[config.mk]
export PLATFORM = sky130hd
export DESIGN_NAME = udcm_top
export DESIGN_NICKNAME = d
export VERILOG_FILES = /design/src/hw/udcm_pkg.sv /design/src/hw/udcm_top.sv
export SDC_FILE = /design/constraint.sdc
export NUM_CORES = 1
export LEC_CHECK = 0
export BUFFER_PORTS_ARGS = -buffer_cell sky130_fd_sc_hd__buf_2
export CORE_UTILIZATION = 38
export DETAILED_ROUTE_END_ITERATION = 7
export PLACE_DENSITY_LB_ADDON = 0.3
export SLEW_MARGIN = 30
export SYNTH_ARGS = -nofsm -noshare
export SYNTH_HDL_FRONTEND = slang
export SYNTH_SLANG_ARGS = --single-unit
[constraint.sdc]
create_clock -name clock -period 10.7 [get_ports clock]
set_clock_uncertainty 0.2 [all_clocks]
set_input_delay 0.535 -clock clock [delete_from_list [all_inputs] [get_ports clock]]
set_output_delay 0.535 -clock clock [all_outputs]
set_load 0.01 [all_outputs]
[src/hw/udcm_pkg.sv]
// Package: constants of the up/down counter channel
`default_nettype none
package udcm_pkg;
  // ----------------------------------------
  // Register offsets (byte addresses)
  // ----------------------------------------
  localparam logic [7:0] OFS_CTRL   = 8'h00;
  localparam logic [7:0] OFS_LOAD   = 8'h04;
  localparam logic [7:0] OFS_END    = 8'h08;
  localparam logic [7:0] OFS_CMP    = 8'h0C;
  localparam logic [7:0] OFS_COUNT  = 8'h10;
  localparam logic [7:0] OFS_STATUS = 8'h14;
  localparam logic [7:0] OFS_LATCH  = 8'h18;
  // ----------------------------------------
  // Control field positions
  // ----------------------------------------
  localparam int CB_MODE  = 0;  // [1:0] count mode
  localparam int CB_ABORT = 2;  // Gate function: 1 abort
  localparam int CB_SWG   = 3;  // Software gate
  localparam int CB_HWEN  = 4;  // Hardware gate evaluation
  localparam int CB_IEGC  = 5;  // Gate closing irq enable
  localparam int CB_IECMP = 6;  // Comparator irq enable
  localparam int CB_IEOV  = 7;  // Overflow irq enable
  localparam int CB_IEUN  = 8;  // Underflow irq enable
  localparam int CB_CHAR  = 9;  // [10:9] comparator mode
  localparam int CB_FSEL  = 12; // [14:12] count freq select
  localparam int CB_LSEL  = 16; // [18:16] latch freq select
  // Control reset: 60 kHz inputs, 10 kHz latch
  localparam logic [31:0] CTRL_RST = 32'h0003_5000;
  // Status bits
  localparam int SB_OVF = 0;
  localparam int SB_UNF = 1;
  localparam int SB_CMP = 2;
  localparam int SB_GATE = 3;
  localparam int SB_AUTO = 4;
  // ----------------------------------------
  // Modes and count limits
  // ----------------------------------------
  typedef enum logic [1:0] {
    M_CONT = 2'h0, M_ONCE = 2'h1, M_FWD = 2'h2, M_BWD = 2'h3
  } udcm_mode_t;
  localparam logic signed [31:0] CNT_MIN = 32'sh8000_0000;
  localparam logic signed [31:0] CNT_MAX = 32'sh7FFF_FFFF;
  // ----------------------------------------
  // Shortest pulse per frequency, in ns
  // ----------------------------------------
  localparam int CLK_NS  = 40;
  localparam int T1K_NS  = 400000;
  localparam int T2K_NS  = 200000;
  localparam int T5K_NS  = 80000;
  localparam int T10K_NS = 40000;
  localparam int T30K_NS = 13000;
  localparam int T60K_NS = 6700;
  localparam int F1K_CYC  = (T1K_NS + CLK_NS - 1) / CLK_NS;
  localparam int F2K_CYC  = (T2K_NS + CLK_NS - 1) / CLK_NS;
  localparam int F5K_CYC  = (T5K_NS + CLK_NS - 1) / CLK_NS;
  localparam int F10K_CYC = (T10K_NS + CLK_NS - 1) / CLK_NS;
  localparam int F30K_CYC = (T30K_NS + CLK_NS - 1) / CLK_NS;
  localparam int F60K_CYC = (T60K_NS + CLK_NS - 1) / CLK_NS;
endpackage
`default_nettype wire

[src/hw/udcm_top.sv]
// Module: up/down counter channel with gate, filters and registers
//
// Behaviour
// - Gate falling edge irq, software gate open
// - Comparator trigger raises enabled irq
// - Overflow raises enabled irq
// - Underflow raises enabled irq
// - Selectable filter for pulse, direction, gate
// - Separate filter selection for latch input
// - Continuous mode counts from load value
// - Up at upper limit wraps low
// - Down at lower limit wraps high
// - Sticky overflow/underflow flags, cleared by command
// - Full signed 32-bit limits
// - Single-shot counts once either direction
// - Single-shot wrap loads opposite limit, closes
// - Interrupt gate function resumes current value; forward and backward modes reload instead
// - Cancel gate function reloads load value
// - Forward: after end-1, reload and close
// - Forward end range, may pass low limit
// - Backward: after end+1, reload and close
// - Directed single-shot restarts from load
// - Backward end range, may pass high limit
// - Abort gate function restarts from load
//
// Chosen here: the register addresses and the plain strobed port.
`default_nettype none
module udcm_top
  import udcm_pkg::*;
#(
  parameter int P_F1K = F1K_CYC, // Filter cycles at 1 kHz
  parameter int P_F2K = F2K_CYC  // Filter cycles at 2 kHz
) (
  input  wire logic        clock,    // 25 MHz clock
  input  wire logic        rst_b,    // Async reset, low
  input  wire logic [7:0]  addr,     // Register byte address
  input  wire logic [31:0] wdata,    // Write data
  input  wire logic        wr,       // Write strobe
  input  wire logic        rd,       // Read strobe
  output logic      [31:0] rdata,    // Read data, next cycle
  input  wire logic        pulse_in, // Count pulse pin
  input  wire logic        dir_in,   // Direction pin, 1 up
  input  wire logic        gate_in,  // Hardware gate pin
  input  wire logic        latch_in, // Latch pin
  output logic             hw_irq,   // Interrupt pulse
  output logic             cmp_out   // Comparator output
);
  // ----------------------------------------
  // Reset release
  // ----------------------------------------
  logic rst_s1; // First reset stage
  logic srst_b; // Released reset

  // Two-stage reset release
  always_ff @(posedge clock or negedge rst_b) begin
    if (!rst_b) begin
      rst_s1 <= 1'b0;
      srst_b <= 1'b0;
    end else begin
      rst_s1 <= 1'b1;
      srst_b <= rst_s1;
    end
  end

  // ----------------------------------------
  // Registers
  // ----------------------------------------
  logic        [31:0] ctrl;      // Control word
  logic signed [31:0] load;      // Load value
  logic signed [31:0] end_v;     // End value
  logic signed [31:0] cmp_v;     // Comparison value
  logic signed [31:0] cnt;       // Counter
  logic signed [31:0] latch_v;   // Latched count
  logic               ovf_flag;  // Sticky overflow
  logic               underflow_flag; // Sticky underflow
  logic               auto_cl;   // Gate closed by hardware
  logic               gate_eff;  // Internal gate
  logic               cmp_q;     // Comparator state
  logic               status_clear_cmd; // Status write
  udcm_mode_t         mode;      // Count mode

  assign mode = udcm_mode_t'(ctrl[CB_MODE+:2]);
  assign status_clear_cmd = wr && (addr == OFS_STATUS);

  // Software writes
  always_ff @(posedge clock or negedge srst_b) begin
    if (!srst_b) begin
      ctrl  <= CTRL_RST;
      load  <= '0;
      end_v <= '0;
      cmp_v <= '0;
    end else if (wr) begin
      case (addr)
        OFS_CTRL: ctrl  <= wdata;
        OFS_LOAD: load  <= wdata;
        OFS_END:  end_v <= wdata;
        OFS_CMP:  cmp_v <= wdata;
        default:  ;
      endcase
    end
  end

  // Read port, data one cycle after strobe
  always_ff @(posedge clock or negedge srst_b) begin
    if (!srst_b) begin
      rdata <= '0;
    end else if (rd) begin
      case (addr)
        OFS_CTRL:   rdata <= ctrl;
        OFS_LOAD:   rdata <= load;
        OFS_END:    rdata <= end_v;
        OFS_CMP:    rdata <= cmp_v;
        OFS_COUNT:  rdata <= cnt;
        OFS_STATUS: rdata <= {27'h000_0000, auto_cl, gate_eff,
                              cmp_q, underflow_flag, ovf_flag};
        OFS_LATCH:  rdata <= latch_v;
        default:    rdata <= '0; // Unmapped reads zero
      endcase
    end else begin
      rdata <= '0;
    end
  end

  // ----------------------------------------
  // Input synchronisers and pulse filters
  // ----------------------------------------
  logic [3:0] pins;   // Raw pins
  logic [3:0] filt;   // Filtered levels
  logic [3:0] filt_q; // Filtered, delayed

  assign pins = {latch_in, gate_in, dir_in, pulse_in};

  // Shortest accepted pulse for a select code
  function automatic logic [13:0] lim(input logic [2:0] s);
    case (s)
      3'h0:    lim = 14'(P_F1K);
      3'h1:    lim = 14'(P_F2K);
      3'h2:    lim = 14'(F5K_CYC);
      3'h3:    lim = 14'(F10K_CYC);
      3'h4:    lim = 14'(F30K_CYC);
      default: lim = 14'(F60K_CYC);
    endcase
  endfunction

  for (genvar i = 0; i < 4; i++) begin : g_in
    logic [2:0]  sy;  // Sync stages
    logic [13:0] run; // Stable-run length
    logic [13:0] need; // Cycles required
    // Latch has its own select, others share one
    assign need = (i == 3) ? lim(ctrl[CB_LSEL+:3])
                           : lim(ctrl[CB_FSEL+:3]);
    // Three-stage synchroniser
    always_ff @(posedge clock or negedge srst_b) begin
      if (!srst_b) begin
        sy <= '0;
      end else begin
        sy <= {sy[1:0], pins[i]};
      end
    end
    // Accept a new level only after it stood long enough
    always_ff @(posedge clock or negedge srst_b) begin
      if (!srst_b) begin
        run       <= '0;
        filt[i]   <= 1'b0;
        filt_q[i] <= 1'b0;
      end else begin
        filt_q[i] <= filt[i];
        if (sy[2] == filt[i] || sy[1] != sy[2]) begin
          run <= '0;
        end else if (run >= need - 14'h0001) begin
          run     <= '0;
          filt[i] <= sy[2];
        end else begin
          run <= run + 14'h0001;
        end
      end
    end
  end

  // ----------------------------------------
  // Gate logic
  // ----------------------------------------
  logic up;        // Direction, 1 counts up
  logic step;      // Accepted count pulse
  logic hw_rise;   // Gate pin rising
  logic hw_fall;   // Gate pin falling
  logic sw_q;      // Software gate delayed
  logic gate_open; // Software and hardware gate
  logic gate_q;    // Internal gate delayed
  logic restart;   // Internal gate opened
  logic reload;    // Restart takes load value
  logic close_e;   // Hardware closes gate
  logic latch_e;   // Latch rising

  assign up        = filt[1];
  assign hw_rise   = filt[2] & ~filt_q[2];
  assign hw_fall   = ~filt[2] & filt_q[2];
  assign latch_e   = filt[3] & ~filt_q[3];
  assign gate_open = ctrl[CB_SWG] & (~ctrl[CB_HWEN] | filt[2]);
  assign gate_eff  = gate_open & ~auto_cl;
  assign restart   = gate_eff & ~gate_q;
  assign step      = filt[0] & ~filt_q[0] & gate_eff;
  // Directed single-shot always reloads, else abort does
  assign reload = (mode == M_FWD) || (mode == M_BWD)
                  || ctrl[CB_ABORT];

  // Gate edge history
  always_ff @(posedge clock or negedge srst_b) begin
    if (!srst_b) begin
      gate_q <= 1'b0;
      sw_q   <= 1'b0;
    end else begin
      gate_q <= gate_eff;
      sw_q   <= ctrl[CB_SWG];
    end
  end

  // Automatic closure; reopened by a fresh gate edge
  always_ff @(posedge clock or negedge srst_b) begin
    if (!srst_b) begin
      auto_cl <= 1'b0;
    end else if (close_e) begin
      auto_cl <= 1'b1;
    end else if (ctrl[CB_HWEN] ? hw_rise : (ctrl[CB_SWG] & ~sw_q)) begin
      auto_cl <= 1'b0;
    end
  end

  // ----------------------------------------
  // Counter next value
  // ----------------------------------------
  logic signed [31:0] next_cnt; // Next counter value
  logic               ovf_e;    // Overflow event
  logic               unf_e;    // Underflow event

  always_comb begin
    next_cnt = cnt;
    ovf_e    = 1'b0;
    unf_e    = 1'b0;
    close_e  = 1'b0;
    if (restart) begin
      // Abort or a directed mode reloads, interrupt keeps value otherwise
      next_cnt = reload ? load : cnt;
    end else if (step) begin
      case (mode)
        M_FWD: begin
          if (up && cnt == end_v - 32'sd1) begin
            next_cnt = load;
            close_e  = 1'b1;
          end else if (up) begin
            next_cnt = cnt + 32'sd1;
          end else begin
            next_cnt = cnt - 32'sd1;
          end
        end
        M_BWD: begin
          if (!up && cnt == end_v + 32'sd1) begin
            next_cnt = load;
            close_e  = 1'b1;
          end else if (up) begin
            next_cnt = cnt + 32'sd1;
          end else begin
            next_cnt = cnt - 32'sd1;
          end
        end
        default: begin
          // Continuous and undirected single-shot
          if (up && cnt == CNT_MAX) begin
            next_cnt = CNT_MIN;
            ovf_e    = 1'b1;
            close_e  = (mode == M_ONCE);
          end else if (!up && cnt == CNT_MIN) begin
            next_cnt = CNT_MAX;
            unf_e    = 1'b1;
            close_e  = (mode == M_ONCE);
          end else if (up) begin
            next_cnt = cnt + 32'sd1;
          end else begin
            next_cnt = cnt - 32'sd1;
          end
        end
      endcase
    end
  end

  // Counter and latch registers
  always_ff @(posedge clock or negedge srst_b) begin
    if (!srst_b) begin
      cnt     <= '0;
      latch_v <= '0;
    end else begin
      cnt <= next_cnt;
      if (latch_e && gate_eff) begin
        latch_v <= cnt;
      end
    end
  end

  // Sticky flags, a new event beats the clear
  always_ff @(posedge clock or negedge srst_b) begin
    if (!srst_b) begin
      ovf_flag       <= 1'b0;
      underflow_flag <= 1'b0;
    end else begin
      ovf_flag <= ovf_e | (ovf_flag &
                  ~(status_clear_cmd & wdata[SB_OVF]));
      underflow_flag <= unf_e | (underflow_flag &
                        ~(status_clear_cmd & wdata[SB_UNF]));
    end
  end

  // ----------------------------------------
  // Comparator and interrupt
  // ----------------------------------------
  logic cmp_c; // Comparison holds
  logic cmp_e; // Comparator triggered
  logic gc_e;  // Gate closing event

  always_comb begin
    case (ctrl[CB_CHAR+:2])
      2'h1:    cmp_c = (cnt >= cmp_v);
      2'h2:    cmp_c = (cnt <= cmp_v);
      2'h3:    cmp_c = (cnt == cmp_v);
      default: cmp_c = 1'b0; // No comparison
    endcase
  end
  assign cmp_e = cmp_c & ~cmp_q;
  assign gc_e  = hw_fall & ctrl[CB_SWG];

  // Comparator state and output
  always_ff @(posedge clock or negedge srst_b) begin
    if (!srst_b) begin
      cmp_q   <= 1'b0;
      cmp_out <= 1'b0;
    end else begin
      cmp_q   <= cmp_c;
      cmp_out <= cmp_c;
    end
  end

  // One-cycle interrupt from enabled events
  always_ff @(posedge clock or negedge srst_b) begin
    if (!srst_b) begin
      hw_irq <= 1'b0;
    end else begin
      hw_irq <= (ctrl[CB_IEGC] & gc_e)
              | (ctrl[CB_IECMP] & cmp_e)
              | (ctrl[CB_IEOV] & ovf_e)
              | (ctrl[CB_IEUN] & unf_e);
    end
  end
endmodule
`default_nettype wire
# After elaboration in Yosys (flattened, before gate mapping)
# Index checks and enable logic that the tools add are counted.
# totals
ff_bits	308
out_inout_bits	34
elab_cells	190
# op_classes
n_addsub	10
magnitude_cmp	6
eq_ne	34
n_mux	41
bitwise	40
reduce_logical	28
# op_table
cell	count
$mux W32	9
$pmux W32 S7	1
$pmux W14 S5	2
$mux W14	8
$eq A32 B32 Y1	3
$add A32 B2 Y32 const B	2
$eq A32 B32 Y1 const B	2
$pmux W32 S2	1
$sub A32 B2 Y32 const B	2
$add A14 B1 Y14 const B	4
$ge A14 B14 Y1	4
$ge A32 B32 Y1	1
$le A32 B32 Y1	1
$sub A14 B1 Y14 const B	2
$eq A8 B5 Y1 const B	3
$and A1 B1 Y1	19
$mux W1	18
$reduce_and A2 Y1	9
$eq A8 B4 Y1 const B	2
$not A1 Y1	15
$eq A3 B2 Y1 const B	4
$eq A2 B2 Y1 const B	4
$eq A8 B3 Y1 const B	1
$logic_not A8 Y1	1
15 further kinds	41

# Logic depth before layout (Yosys ltp)
# Gate-level depths: netlist of the first run.
# logic_depth
ltp_word	10
ltp_mapped	16
depth_no_buf	14

# Worst setup path after synthesis of the first run
# OpenSTA, ideal clock, no wires.
# synth_timing
kind	reg-to-reg
from	reg end_v[0]
to	reg cnt[11]
arrival_ps	3427
t_required_ps	10374
setup_slack_ps	6947
stages_incl_launch_ff	14
path_buffers	2
synth_period_minus_slack_ps	3753
cell_sequence	dfrtp_1 -> clkbuf_1 -> inv_1 -> ha_1 -> clkbuf_1 -> nor4b_1 -> nand3_1 -> nor4_2 -> mux2_2 -> o311a_1 -> nor4b_2 -> a221o_2 -> nor2_1 -> a221o_1
# synth_between
elab_chain_len	7
elab_cells_between_ends	11
classes_between	2 x add/sub; 2 x eq/ne; 5 x mux; 2 x reduce/logical
# synth_rtl
item	line_no	text
start: declaration	udcm_top.sv:70	logic signed [31:0] end_v;
start signal: assignment	udcm_top.sv:96	OFS_END: end_v <= wdata;
$add A32 B2 Y32 / $sub A32 B2 Y32 (equally long branches)	udcm_top.sv:257, udcm_top.sv:247	
$eq A32 B32 Y1, on equally long branches	udcm_top.sv:257, udcm_top.sv:247	
$logic_and A1 B1 Y1, on equally long branches	udcm_top.sv:257, udcm_top.sv:247	
$mux W32, on equally long branches	udcm_top.sv:257, udcm_top.sv:247	
$pmux W32 S2 *	udcm_top.sv:245	case (mode)
$mux W32 *	udcm_top.sv:244	end else if (step) begin
$mux W32 *	udcm_top.sv:241	if (restart) begin
end signal: assignment	udcm_top.sv:292	cnt <= next_cnt;
end: declaration	udcm_top.sv:72	logic signed [31:0] cnt;
# Mark *: on every way between the ends. The rest lies on a longest branch, timed or not. The select of a mux whose other input is x is not followed.
# A chain may end at the register's enable or synchronous reset.

# Worst setup path in the final report of the first run
# layout_timing
from	reg end_v[0]
to	reg cnt[14]
# Same word-level chain as after synthesis.

==> summary.md, run 1 <==
| Metric | Value |
|---|---|
| Clock buffer depth | `3` |
| Status | `completed` |
| Sequential area share after synthesis | `39.60%` |
| Sink Count | `308` |
| Peak supply drop | `0.0001110 V` |
| FP Rows | `82` |
| Largest net degree at the start of global routing | `75` |
| Synth Area per Inst | `9.727 µm²` |
| Part of the cycle the worst path needs | `44.09%` |
| Final Max Slew Viols | `0` |
| EDFF count, synth | `0` |
| Crit end category | `flip-flop` |
| Tot Pwr | `0.003156 W` |
| Sum Neg Setup Slack | `0 ps` |
| # port buffers | `81` |
| Cells after Synth | `2,002` |
| Most used DFF post-synth | `dfrtp_1` |
| Critical path class | `flip-flop to flip-flop` |
| Critical path launch point type | `flip-flop` |
| Most frequent cell after synthesis | `dfrtp_1` |
| PostCTS Resize Cnt | `0` |
| CTS H-tree depth | `2` |
| Remaining global-route overflow | `0` |
| Synth top area cells | `dfrtp_1 39%, mux2_2 9.1%, ha_1 7.5%` |
| First-pass GRT wire length | `98.50 mm` |
| Fin util | `43.10%` |
| CP Data Arrival Time | `4980 ps` |
| Post-layout min period | `4718 ps` |
| CTS tree | `built` |
| WL per Instance | `23.35 µm` |
| Vias in the first global route | `16,110` |
| Max-Cap Viols | `0` |
| Io pins | `82` |
| Via count | `16,650` |
| Initial Util | `38.66%` |
| Data required time at the worst endpoint | `10,970 ps` |
| Core ar. | `50,380 µm²` |
| Chip Height | `228.4 µm` |
| Warnings from Yosys | `0` |
| Initial DRC Count | `1,534` |
| Yosys top cell area share | `39.06%` |
| Routed Antenna Nets | `0` |
| Hold Fails Final Rpt | `0` |
| Inserted Clock Buffers | `37` |
| Final wirelength | `63.94 mm` |
| Distinct cells, synth | `87` |
| Power density over the cells | `145.3 nW/µm²` |
| Slew HR | `36.30%` |
| Clock-pin slew on the worst setup and hold paths | `60 ps` |
| Most frequent cells after synthesis | `304 x dfrtp_1, 157 x mux2_2, 155 x nor2_1, 116 x ha_1, 106 x nand2_1` |
| Area leader, netlist | `dfrtp_1` |
| WHS | `53.94 ps` |
| Nets | `2,208` |
| Ys async rst share | `100.0%` |
| RSZ-0062 raised after global routing | `false` |
| DP Cell Count | `2,671` |
| Die area | `52,160 µm²` |
| Final HPWL DP | `45.66 mm` |
| Gr usage total | `24.24%` |
| Post-route insts no fill | `2,738` |
| Fraction of layout cells with a size suffix above 1 | `17.57%` |
| Residual DRC | `0` |
| Fillers | `4,894` |
| Chip Width | `228.4 µm` |
| P_leak | `9.811 nW` |
| Min-Delay Path Class | `input port to flip-flop` |
| Worst skew pair latency | `560 ps` |
| Largest fanout on the critical path | `15` |
| Area delta synth->final | `11.49%` |
| N_diodes | `0` |
| Setup violation total in the final timing report | `0` |
| Initial antenna violation count | `1` |
| Root Driver | `clkbuf_16` |
| Worst-margin pin slew | `946.7 ps` |
| Placer Congestion | `0.9733` |
| Via/cell ratio | `6.080` |
| Synthesized area | `19,470 µm²` |
| Synth Register Bits | `308` |
| Maximum clock frequency | `212.0 MHz` |
| DRT Pass-1 Iters | `7` |
==> path summary, 6_finish.rpt <==
check	startpoint	to	slack (ps)	depth (start not counted)
max in group asynchronous	srst_b	load[25]	8100	2
worst min register to register	g_in[1].sy[0]	g_in[1].sy[1]	140	0
min in group asynchronous	rst_b	srst_b	80	2
worst max-delay path	end_v[0]	cnt[14]	5980	12
worst min-delay path	wdata[31]	load[31]	50	2
worst max register to register	end_v[0]	cnt[14]	5980	12
==> layer usage <==
metal / global-route usage, % / vias up / share of wire, %
li1: - / 7532 / -
met1: 33.38 / 8314 / 45
met2: 38.39 / 659 / 45
met3: 3.705 / 141 / 6.8
met4: 9.060 / 2 / 3.7
met5: 0 / - / 0.020
==> layout make-up <==
cell class,instances,area (µm²),area share [%]
well taps,672,840.8,3.873
flip-flops and latches,308,7716,35.54
clock buffers,51,1080,4.973
repair buffers,110,634.4,2.922
multi-input cells,1520,11110,51.17
clock inverters,11,83.83,0.3861
inverters,66,247.7,1.141
==> power by group <==
group | switching, W | internal, W
clock network | 0.000519 | 0.000707
registers | 0.000126 | 0.00121
logic | 0.000347 | 0.000247
total | 0.000992 | 0.00216
==> flip-flops by register name, summed over array words and instances, names as in the netlist, 3 cells and up <==
register	count
g_in.run	56
cmp_v	32
cnt	32
ctrl	32
end_v	32
latch_v	32
load	32
rdata	32
g_in.sy	12
filt	3
filt_q	3
==> layout by cell type, fill, tap and decap left out, types with 10 or more instances in the layout <==
master,instances
dfrtp_1,303
mux2_2,157
nor2_1,149
ha_1,116
nand2_1,103
a22oi_1,98
nand3_1,91
buf_2,83
a21oi_1,79
xnor2_1,75
inv_1,65
o21ai_0,63
xor2_1,57
a31oi_1,49
and3_1,38
clkbuf_16,38
a21o_1,37
nor3_1,36
or3_1,32
nand4_1,32
nor4_1,26
buf_4,21
nand2b_1,19
o211ai_1,17
nor2b_1,12
a211oi_1,12
o31ai_1,10
==> worst max-delay path, stage by stage, from the launching register on <==
cell and delay (ps):
dfrtp_1 500, inv_1 110, ha_1 330, nor4b_1 720, nand3_1 420, nor4_2 370
mux2_2 380, o311a_1 160, nor3_1 430, a21oi_4 190, o21ai_4 430, a221oi_1 170
nor3_1 190
==> cell families (layout without fill, tap and decap cells) <==
logic type	count (synthesis)	after routing	synth area share, %
DFF	308	308	39.60
other	1	5	0.01926
buffers and inverters	178	238	3.572
and+or+nand+nor	631	631	17.08
AOI/OAI and AO/OA	474	474	16.94
xor gates and xnor gates	132	132	5.937
adders and majority gates	119	119	7.659
muxes	159	159	9.181
==> stage by stage <==
step                cell area [µm²]  worst slack [ps]
floorplan                     19490              1288
global placement              20470              6219
detailed placement            20490              6126
CTS                           21710              6102
global route                  21710              5639
finish                        21710              5982
==> repair_timing <==
| item | in CTS | in global routing |
|---|---|---|
| hold endpoints to repair | 6 | 0 |
| setup buffers | 0 | 0 |
| hold buffers | 5 | 0 |
(Power assumes the default switching activity.)
==> run 2: changes to the inputs <==
Clock period 10.7 ns to 4.15 ns, I/O delays scaled along.
==> run 2 against run 1 <==
Design area increased by 6.2%. Routed wire length increased by 7.0%. Final cell count increased by 5.3%. Largest cell class unchanged.
==> summary.md, run 2 (same netlist as run 1, synthesis figures left out) <==
| Metric | Value |
|---|---|
| Via count | `17,190 (+3.3%)` |
| Remaining global-route overflow | `0 (unchanged)` |
| Placer Congestion | `1.051 (+8.0%)` |
| # port buffers | `81 (unchanged)` |
| Root Driver | `clkbuf_16` |
| Final wirelength | `68.40 mm (+7.0%)` |
| Nets | `2,347 (+6.3%)` |
| Clock buffer depth | `3 (unchanged)` |
| Data required time at the worst endpoint | `4390 ps (-6580 ps)` |
| Power density over the cells | `375.5 nW/µm² (+160%)` |
| Largest fanout on the critical path | `8 (-7)` |
| Sink Count | `308 (unchanged)` |
| DRT Pass-1 Iters | `6 (-1)` |
| Initial Util | `38.66% (unchanged)` |
| Vias in the first global route | `16,970 (+5.3%)` |
| CP Data Arrival Time | `4260 ps (-720 ps)` |
| Routed Antenna Nets | `0 (unchanged)` |
| Max-Cap Viols | `0 (unchanged)` |
| Maximum clock frequency | `248.8 MHz (+17%)` |
| Reg2Reg Setup Slack | `130 ps (-5850 ps)` |
| Seq. cell area | `7716 µm² (unchanged)` |
| Chip Height | `228.4 µm (unchanged)` |
| Peak supply drop | `0.0002486 V (+120%)` |
| Crit end category | `flip-flop` |
| Top reg by flops | `g_in.run` |
| Critical path class | `flip-flop to flip-flop` |
| Chip Width | `228.4 µm (unchanged)` |
| Status | `completed` |
| Most frequent cells in the layout | `303 x dfrtp_1, 157 x mux2_2, 148 x nor2_1, 121 x buf_4, 115 x ha_1` |
| Io pins | `82 (unchanged)` |
| Critical path launch point type | `flip-flop` |
| Initial DRC Count | `1,422 (-7.3%)` |
| Worst skew pair latency | `570 ps (about the same)` |
| Final Max Slew Viols | `0 (unchanged)` |
| Placed cell area | `21,280 µm² (+3.8%)` |
| P_leak | `10.57 nW (+7.7%)` |
| Commonest non-fill, non-tap cell in the layout | `dfrtp_1` |
| Part of the cycle the worst path needs | `96.85% (+53 points)` |
| Multi-input gate area | `11,170 µm² (+0.51%)` |
| FP Rows | `82 (unchanged)` |
| WHS | `33.22 ps (-20.71 ps)` |
| Inserted Clock Buffers | `38 (+2.7%)` |
| Setup violation total in the final timing report | `0 (unchanged)` |
| Initial antenna violation count | `0 (-1)` |
| Via/cell ratio | `5.965 (-1.9%)` |
| Area delta synth->final | `18.40%` |
| WL per Instance | `23.73 µm (+1.6%)` |
| CTS tree | `built` |
| Worst-margin pin slew | `785.3 ps (-161.4 ps)` |
| Post-layout min period | `4019 ps (-698.5 ps)` |
| Largest net degree at the start of global routing | `77 (+2.7%)` |
| Die area | `52,160 µm² (unchanged)` |
| Final HPWL DP | `50.49 mm (+11%)` |
| CTS H-tree depth | `2 (unchanged)` |
| Residual DRC | `0 (unchanged)` |
| Max reg flops | `56 (unchanged)` |
| Gr usage total | `26.19% (+2.0 points)` |
| Fillers | `4,744 (-3.1%)` |
| First-pass GRT wire length | `104.9 mm (+6.6%)` |
| N_diodes | `0 (unchanged)` |
| RSZ-0062 raised after global routing | `false` |
| Core ar. | `50,380 µm² (unchanged)` |
| Final Cell Area | `23,060 µm² (+6.2%)` |
| Min-Delay Path Class | `flip-flop to asynchronous set/reset pin` |
| Slew HR | `47.16% (+11 points)` |
| Clock-pin slew on the worst setup and hold paths | `60 ps (about the same)` |
| Hold Fails Final Rpt | `0 (unchanged)` |
| Fraction of layout cells with a size suffix above 1 | `21.72% (+4.1 points)` |
[run 2: changes by cell type in the layout (fill, tap and decap cells not counted), sizes merged]
cell	before	now
buf	105	208
dlygate4sd3	5	39
clkinv	9	14
bufinv	0	4
clkbuf	51	48
inv	67	68
[run 2: path summary, 6_finish.rpt]
path,start,to,depth (start not counted)
worst max register to register,cnt[31],hw_irq,10
min in group clock,pulse_in,g_in[0].sy[0],2
worst min register to register,srst_b,ctrl[10],0
worst min-delay path,srst_b,ctrl[10],0
max in group asynchronous,srst_b,ctrl[31],2
worst max-delay path,cnt[31],hw_irq,10
[run 2: what timing repair did]
item | in CTS | in global routing
endpoints found under the hold margin | 136 | 0
resized for setup | 5 | 9
setup endpoints to repair | 8 | 40
pin swaps | 0 | 3
setup buffers | 0 | 2
hold buffers | 39 | 0
[run 2: per-layer routing]
metal / GRT usage (%) / vias up / wire, µm
met5: 0 / - / 0
met4: 11.12 / 0 / 2707
met3: 4.154 / 101 / 4535
met2: 40.55 / 619 / 30250
met1: 36.24 / 8633 / 30910
li1: - / 7838 / -
[run 2: layout make-up]
| type | count | area share, % |
|---|---|---|
| clock buffer | 47 | 4.493 |
| sequential | 308 | 33.47 |
| timing repair buffer | 248 | 7.874 |
| multi-input combinational | 1520 | 48.43 |
| clock inverter | 21 | 1.015 |
| tap | 672 | 3.647 |
| inverter | 66 | 1.075 |
[run 2: critical path, stage by stage (launching register included)]
cell and delay [ps]:
dfrtp_1 480, ha_2 480, nand4_1 230, or2_2 410
nor4_4 380, nand2_1 240, or3_4 490, o211ai_1 290
xor2_2 300, mux2i_1 290, o31ai_1 110
[run 2: power by group]
part           switching, W  internal (W)  total, W
clock network       0.00137       0.00204   0.00341
registers          0.000226       0.00312   0.00335
logic               0.00113      0.000764   0.00190
[run 2: per-stage QoR]
| stage | cells | power, W | setup TNS [ps] | worst slack [ps] | utilization, % |
|---|---|---|---|---|---|
| 2_1_floorplan | 2006 | 0.004459 | 0 | 397.3 | - |
| 3_5_place_dp | 2771 | 0.005174 | -1115 | -380.8 | 42.24 |
| 3_3_place_gp | 2770 | 0.005160 | -750.7 | -423.3 | 42.22 |
| 4_1_cts | 2878 | 0.008657 | 0 | 16.40 | 45.59 |
| 6_report | 2882 | 0.008658 | 0 | 130.6 | 45.77 |
| 5_1_grt | 2882 | 0.009032 | 0 | 5.040 | 45.77 |
==> run 3: changes to the inputs <==
Clock period 4.15 ns to 3.6 ns, I/O delays scaled along.
==> run 3 against run 2 <==
Register-to-register slack lost 80 ps. Global-route usage shrank 1.2 points. Total power is 17% higher. Largest cell class unchanged. Critical path type unchanged. Fmax grew 13%. First-iteration DRC count is 0.70% lower. Routed wire length is 3.2% lower. Count of clock-buffer cells in the layout rose by 4. Non-clock buffer count grew 78.
==> summary.md, run 3 (same netlist as run 1, synthesis figures left out) <==
| Metric | Value |
|---|---|
| Most frequent cells in the layout | `289 x dfrtp_1, 185 x buf_4, 156 x mux2_2, 145 x nor2_1, 113 x ha_1` |
| Critical path launch point type | `flip-flop` |
| # port buffers | `81 (unchanged)` |
| Chip Height | `228.4 µm (unchanged)` |
| Top reg by flops | `g_in.run` |
| Clock-pin slew on the worst setup and hold paths | `60 ps (about the same)` |
| Max-Cap Viols | `0 (unchanged)` |
| Area delta synth->final | `24.16%` |
| Seq. cell area | `7734 µm² (+0.23%)` |
| Worst skew pair latency | `560 ps (about the same)` |
| CP Data Arrival Time | `3820 ps (-440 ps)` |
| Fillers | `4,712 (-0.67%)` |
| Sw Pwr | `0.003135 W (+15%)` |
| Power density over the cells | `417.5 nW/µm² (+11%)` |
| Fraction of layout cells with a size suffix above 1 | `27.69% (+6.0 points)` |
| Root Driver | `clkbuf_16` |
| Max reg flops | `56 (unchanged)` |
| Residual DRC | `0 (unchanged)` |
| DRT Pass-1 Iters | `8 (+2)` |
| WL met1 | `30.04 mm (-2.8%)` |
| Remaining global-route overflow | `0 (unchanged)` |
| Clock buffer depth | `3 (unchanged)` |
| Post-route insts no fill | `2,958 (+2.6%)` |
| Post-layout min period | `3552 ps (-467.1 ps)` |
| Metal2 WL | `29.48 mm (-2.5%)` |
| Initial Util | `38.66% (unchanged)` |
| DP Cell Count | `2,827 (+2.0%)` |
| Final HPWL DP | `47.91 mm (-5.1%)` |
| Via/cell ratio | `5.910 (-0.93%)` |
| CP peak stage delay | `560 ps (+70 ps)` |
| Setup violation total in the final timing report | `0 (unchanged)` |
| Inserted Clock Buffers | `36 (-5.3%)` |
| First-pass GRT wire length | `101.9 mm (-2.9%)` |
| Worst-path cell chain | `buf_6, and4_4, o2111a_2, a211oi_4, or3_1, or4_4, nor4_4, buf_6, a21oi_4, o21ai_4, clkbuf_16, nand3_1, o211ai_1` |
| Data required time at the worst endpoint | `3860 ps (-530 ps)` |
| Met3 WL post-DR | `4.479 mm (-1.2%)` |
| Internal Power | `0.006959 W (+17%)` |
| Commonest non-fill, non-tap cell in the layout | `dfrtp_1` |
| Largest fanout on the critical path | `7 (-1)` |
| Core ar. | `50,380 µm² (unchanged)` |
| CTS tree | `built` |
| Nets | `2,424 (+3.3%)` |
| Switching Share | `31.06% (-0.54 points)` |
| CTS H-tree depth | `2 (unchanged)` |
| Initial DRC Count | `1,412 (-0.70%)` |
| DR top layer | `met4` |
| Largest net degree at the start of global routing | `58 (-25%)` |
| Initial antenna violation count | `0 (unchanged)` |
| P_leak | `11.05 nW (+4.6%)` |
| Chip Width | `228.4 µm (unchanged)` |
| Fin util | `48.00% (+2.2 points)` |
| Logic pwr share | `24.7% (+2.8 points)` |
| Maximum clock frequency | `281.5 MHz (+13%)` |
| Via count | `17,480 (+1.7%)` |
| Multi-input gate area | `11,650 µm² (+4.4%)` |
| Placer Congestion | `0.9826 (-6.5%)` |
| Register share of total power | `37.9% (-0.8 points)` |
| FP Rows | `82 (unchanged)` |
| Worst-margin pin slew | `810.3 ps (+24.95 ps)` |
| Crit end category | `flip-flop` |
| Critical path class | `flip-flop to flip-flop` |
| Sink Count | `308 (unchanged)` |
| Min-Delay Path Class | `input port to flip-flop` |
| Status | `completed` |
| Crit-path slowest cell | `or4_4` |
| Routed Antenna Nets | `0 (unchanged)` |
| Vias in the first global route | `17,260 (+1.7%)` |
| N_diodes | `0 (unchanged)` |
| WL per Instance | `22.39 µm (-5.6%)` |
| Io pins | `82 (unchanged)` |
| Clk pwr share | `37.4% (-2.0 points)` |
| Gr usage total | `24.97% (-1.2 points)` |
| Peak supply drop | `0.0003077 V (+24%)` |
| Slew HR | `45.98% (-1.2 points)` |
| Final Max Slew Viols | `0 (unchanged)` |
| Hold Fails Final Rpt | `0 (unchanged)` |
| CP dominant cell by count | `buf_6` |
| Die area | `52,160 µm² (unchanged)` |
| Part of the cycle the worst path needs | `98.67% (+1.8 points)` |
| Final wirelength | `66.24 mm (-3.2%)` |
[run 3: cell types whose count changed in the layout (fill, tap and decap cells not counted), sizes merged]
cell      delta
clkinv       -5
clkbuf       +4
bufinv       -1
inv          -3
buf         +78
a21oi        +1
clkinvlp     +2
[run 3: area by class of cell]
type / count / area share (%)
tap: 672 / 3.478
multi-input combinational: 1521 / 48.20
inverter: 66 / 1.040
clock buffer: 51 / 4.342
clock inverter: 14 / 0.6831
sequential: 308 / 31.99
timing repair buffer: 326 / 10.27
[run 3: metal layers]
metal	track usage [%]	up-vias
met4	9.543	0
met1	34.76	8725
met5	0	-
li1	-	7974
met3	4.092	124
met2	38.79	658
[run 3: what timing repair did]
item                                    in CTS  in global routing
gates resized for setup                      6                128
cloned                                       0                  4
endpoints found under the hold margin      136                  0
endpoints found under the setup margin      22                 64
hold buffers                                39                  0
pin swaps                                    1                 35
buffers inserted                             0                 23
[run 3: power groups by stage]
stage               Clock [W]  Combinational (W)  Sequential (W)
finish                0.00378            0.00249         0.00383
global route          0.00399            0.00268         0.00384
CTS                   0.00383            0.00228         0.00381
detailed placement          0            0.00223         0.00388
global placement            0            0.00221         0.00387
floorplan                   0            0.00133         0.00383
[run 3: worst paths after layout]
check,from,to,slack [ps],cells past startpoint
max in group asynchronous,srst_b,ctrl[14],2080,1
worst min-delay path,pulse_in,g_in[0].sy[0],60,2
min in group asynchronous,srst_b,up,220,0
worst max register to register,end_v[3],cnt[10],50,13
worst min register to register,g_in[1].sy[0],g_in[1].sy[1],150,0
worst max-delay path,end_v[3],cnt[10],50,13
[run 3: metrics by stage]
stage	total power, W	instance area, µm²	worst slack, ps	hold WS (ps)	setup TNS, ps
after floorplan	0.005151	19530	-4.584	-315.6	-4.584
after global placement	0.006080	21780	-90.34	-234.0	-221.4
after detailed placement	0.006104	21780	-178.9	-233.6	-1083
after CTS	0.009927	23410	3.588	28.72	0
after global routing	0.01051	24180	-9.821	43.11	-23.03
final	0.01009	24180	47.71	61.74	0
[run 3: critical path: cells and delay by family, from the launching register on]
kind / cells / cell delay, ps
compound gates: 5 / 730
flops: 1 / 440
buf+inv: 3 / 520
simple gates: 5 / 1560
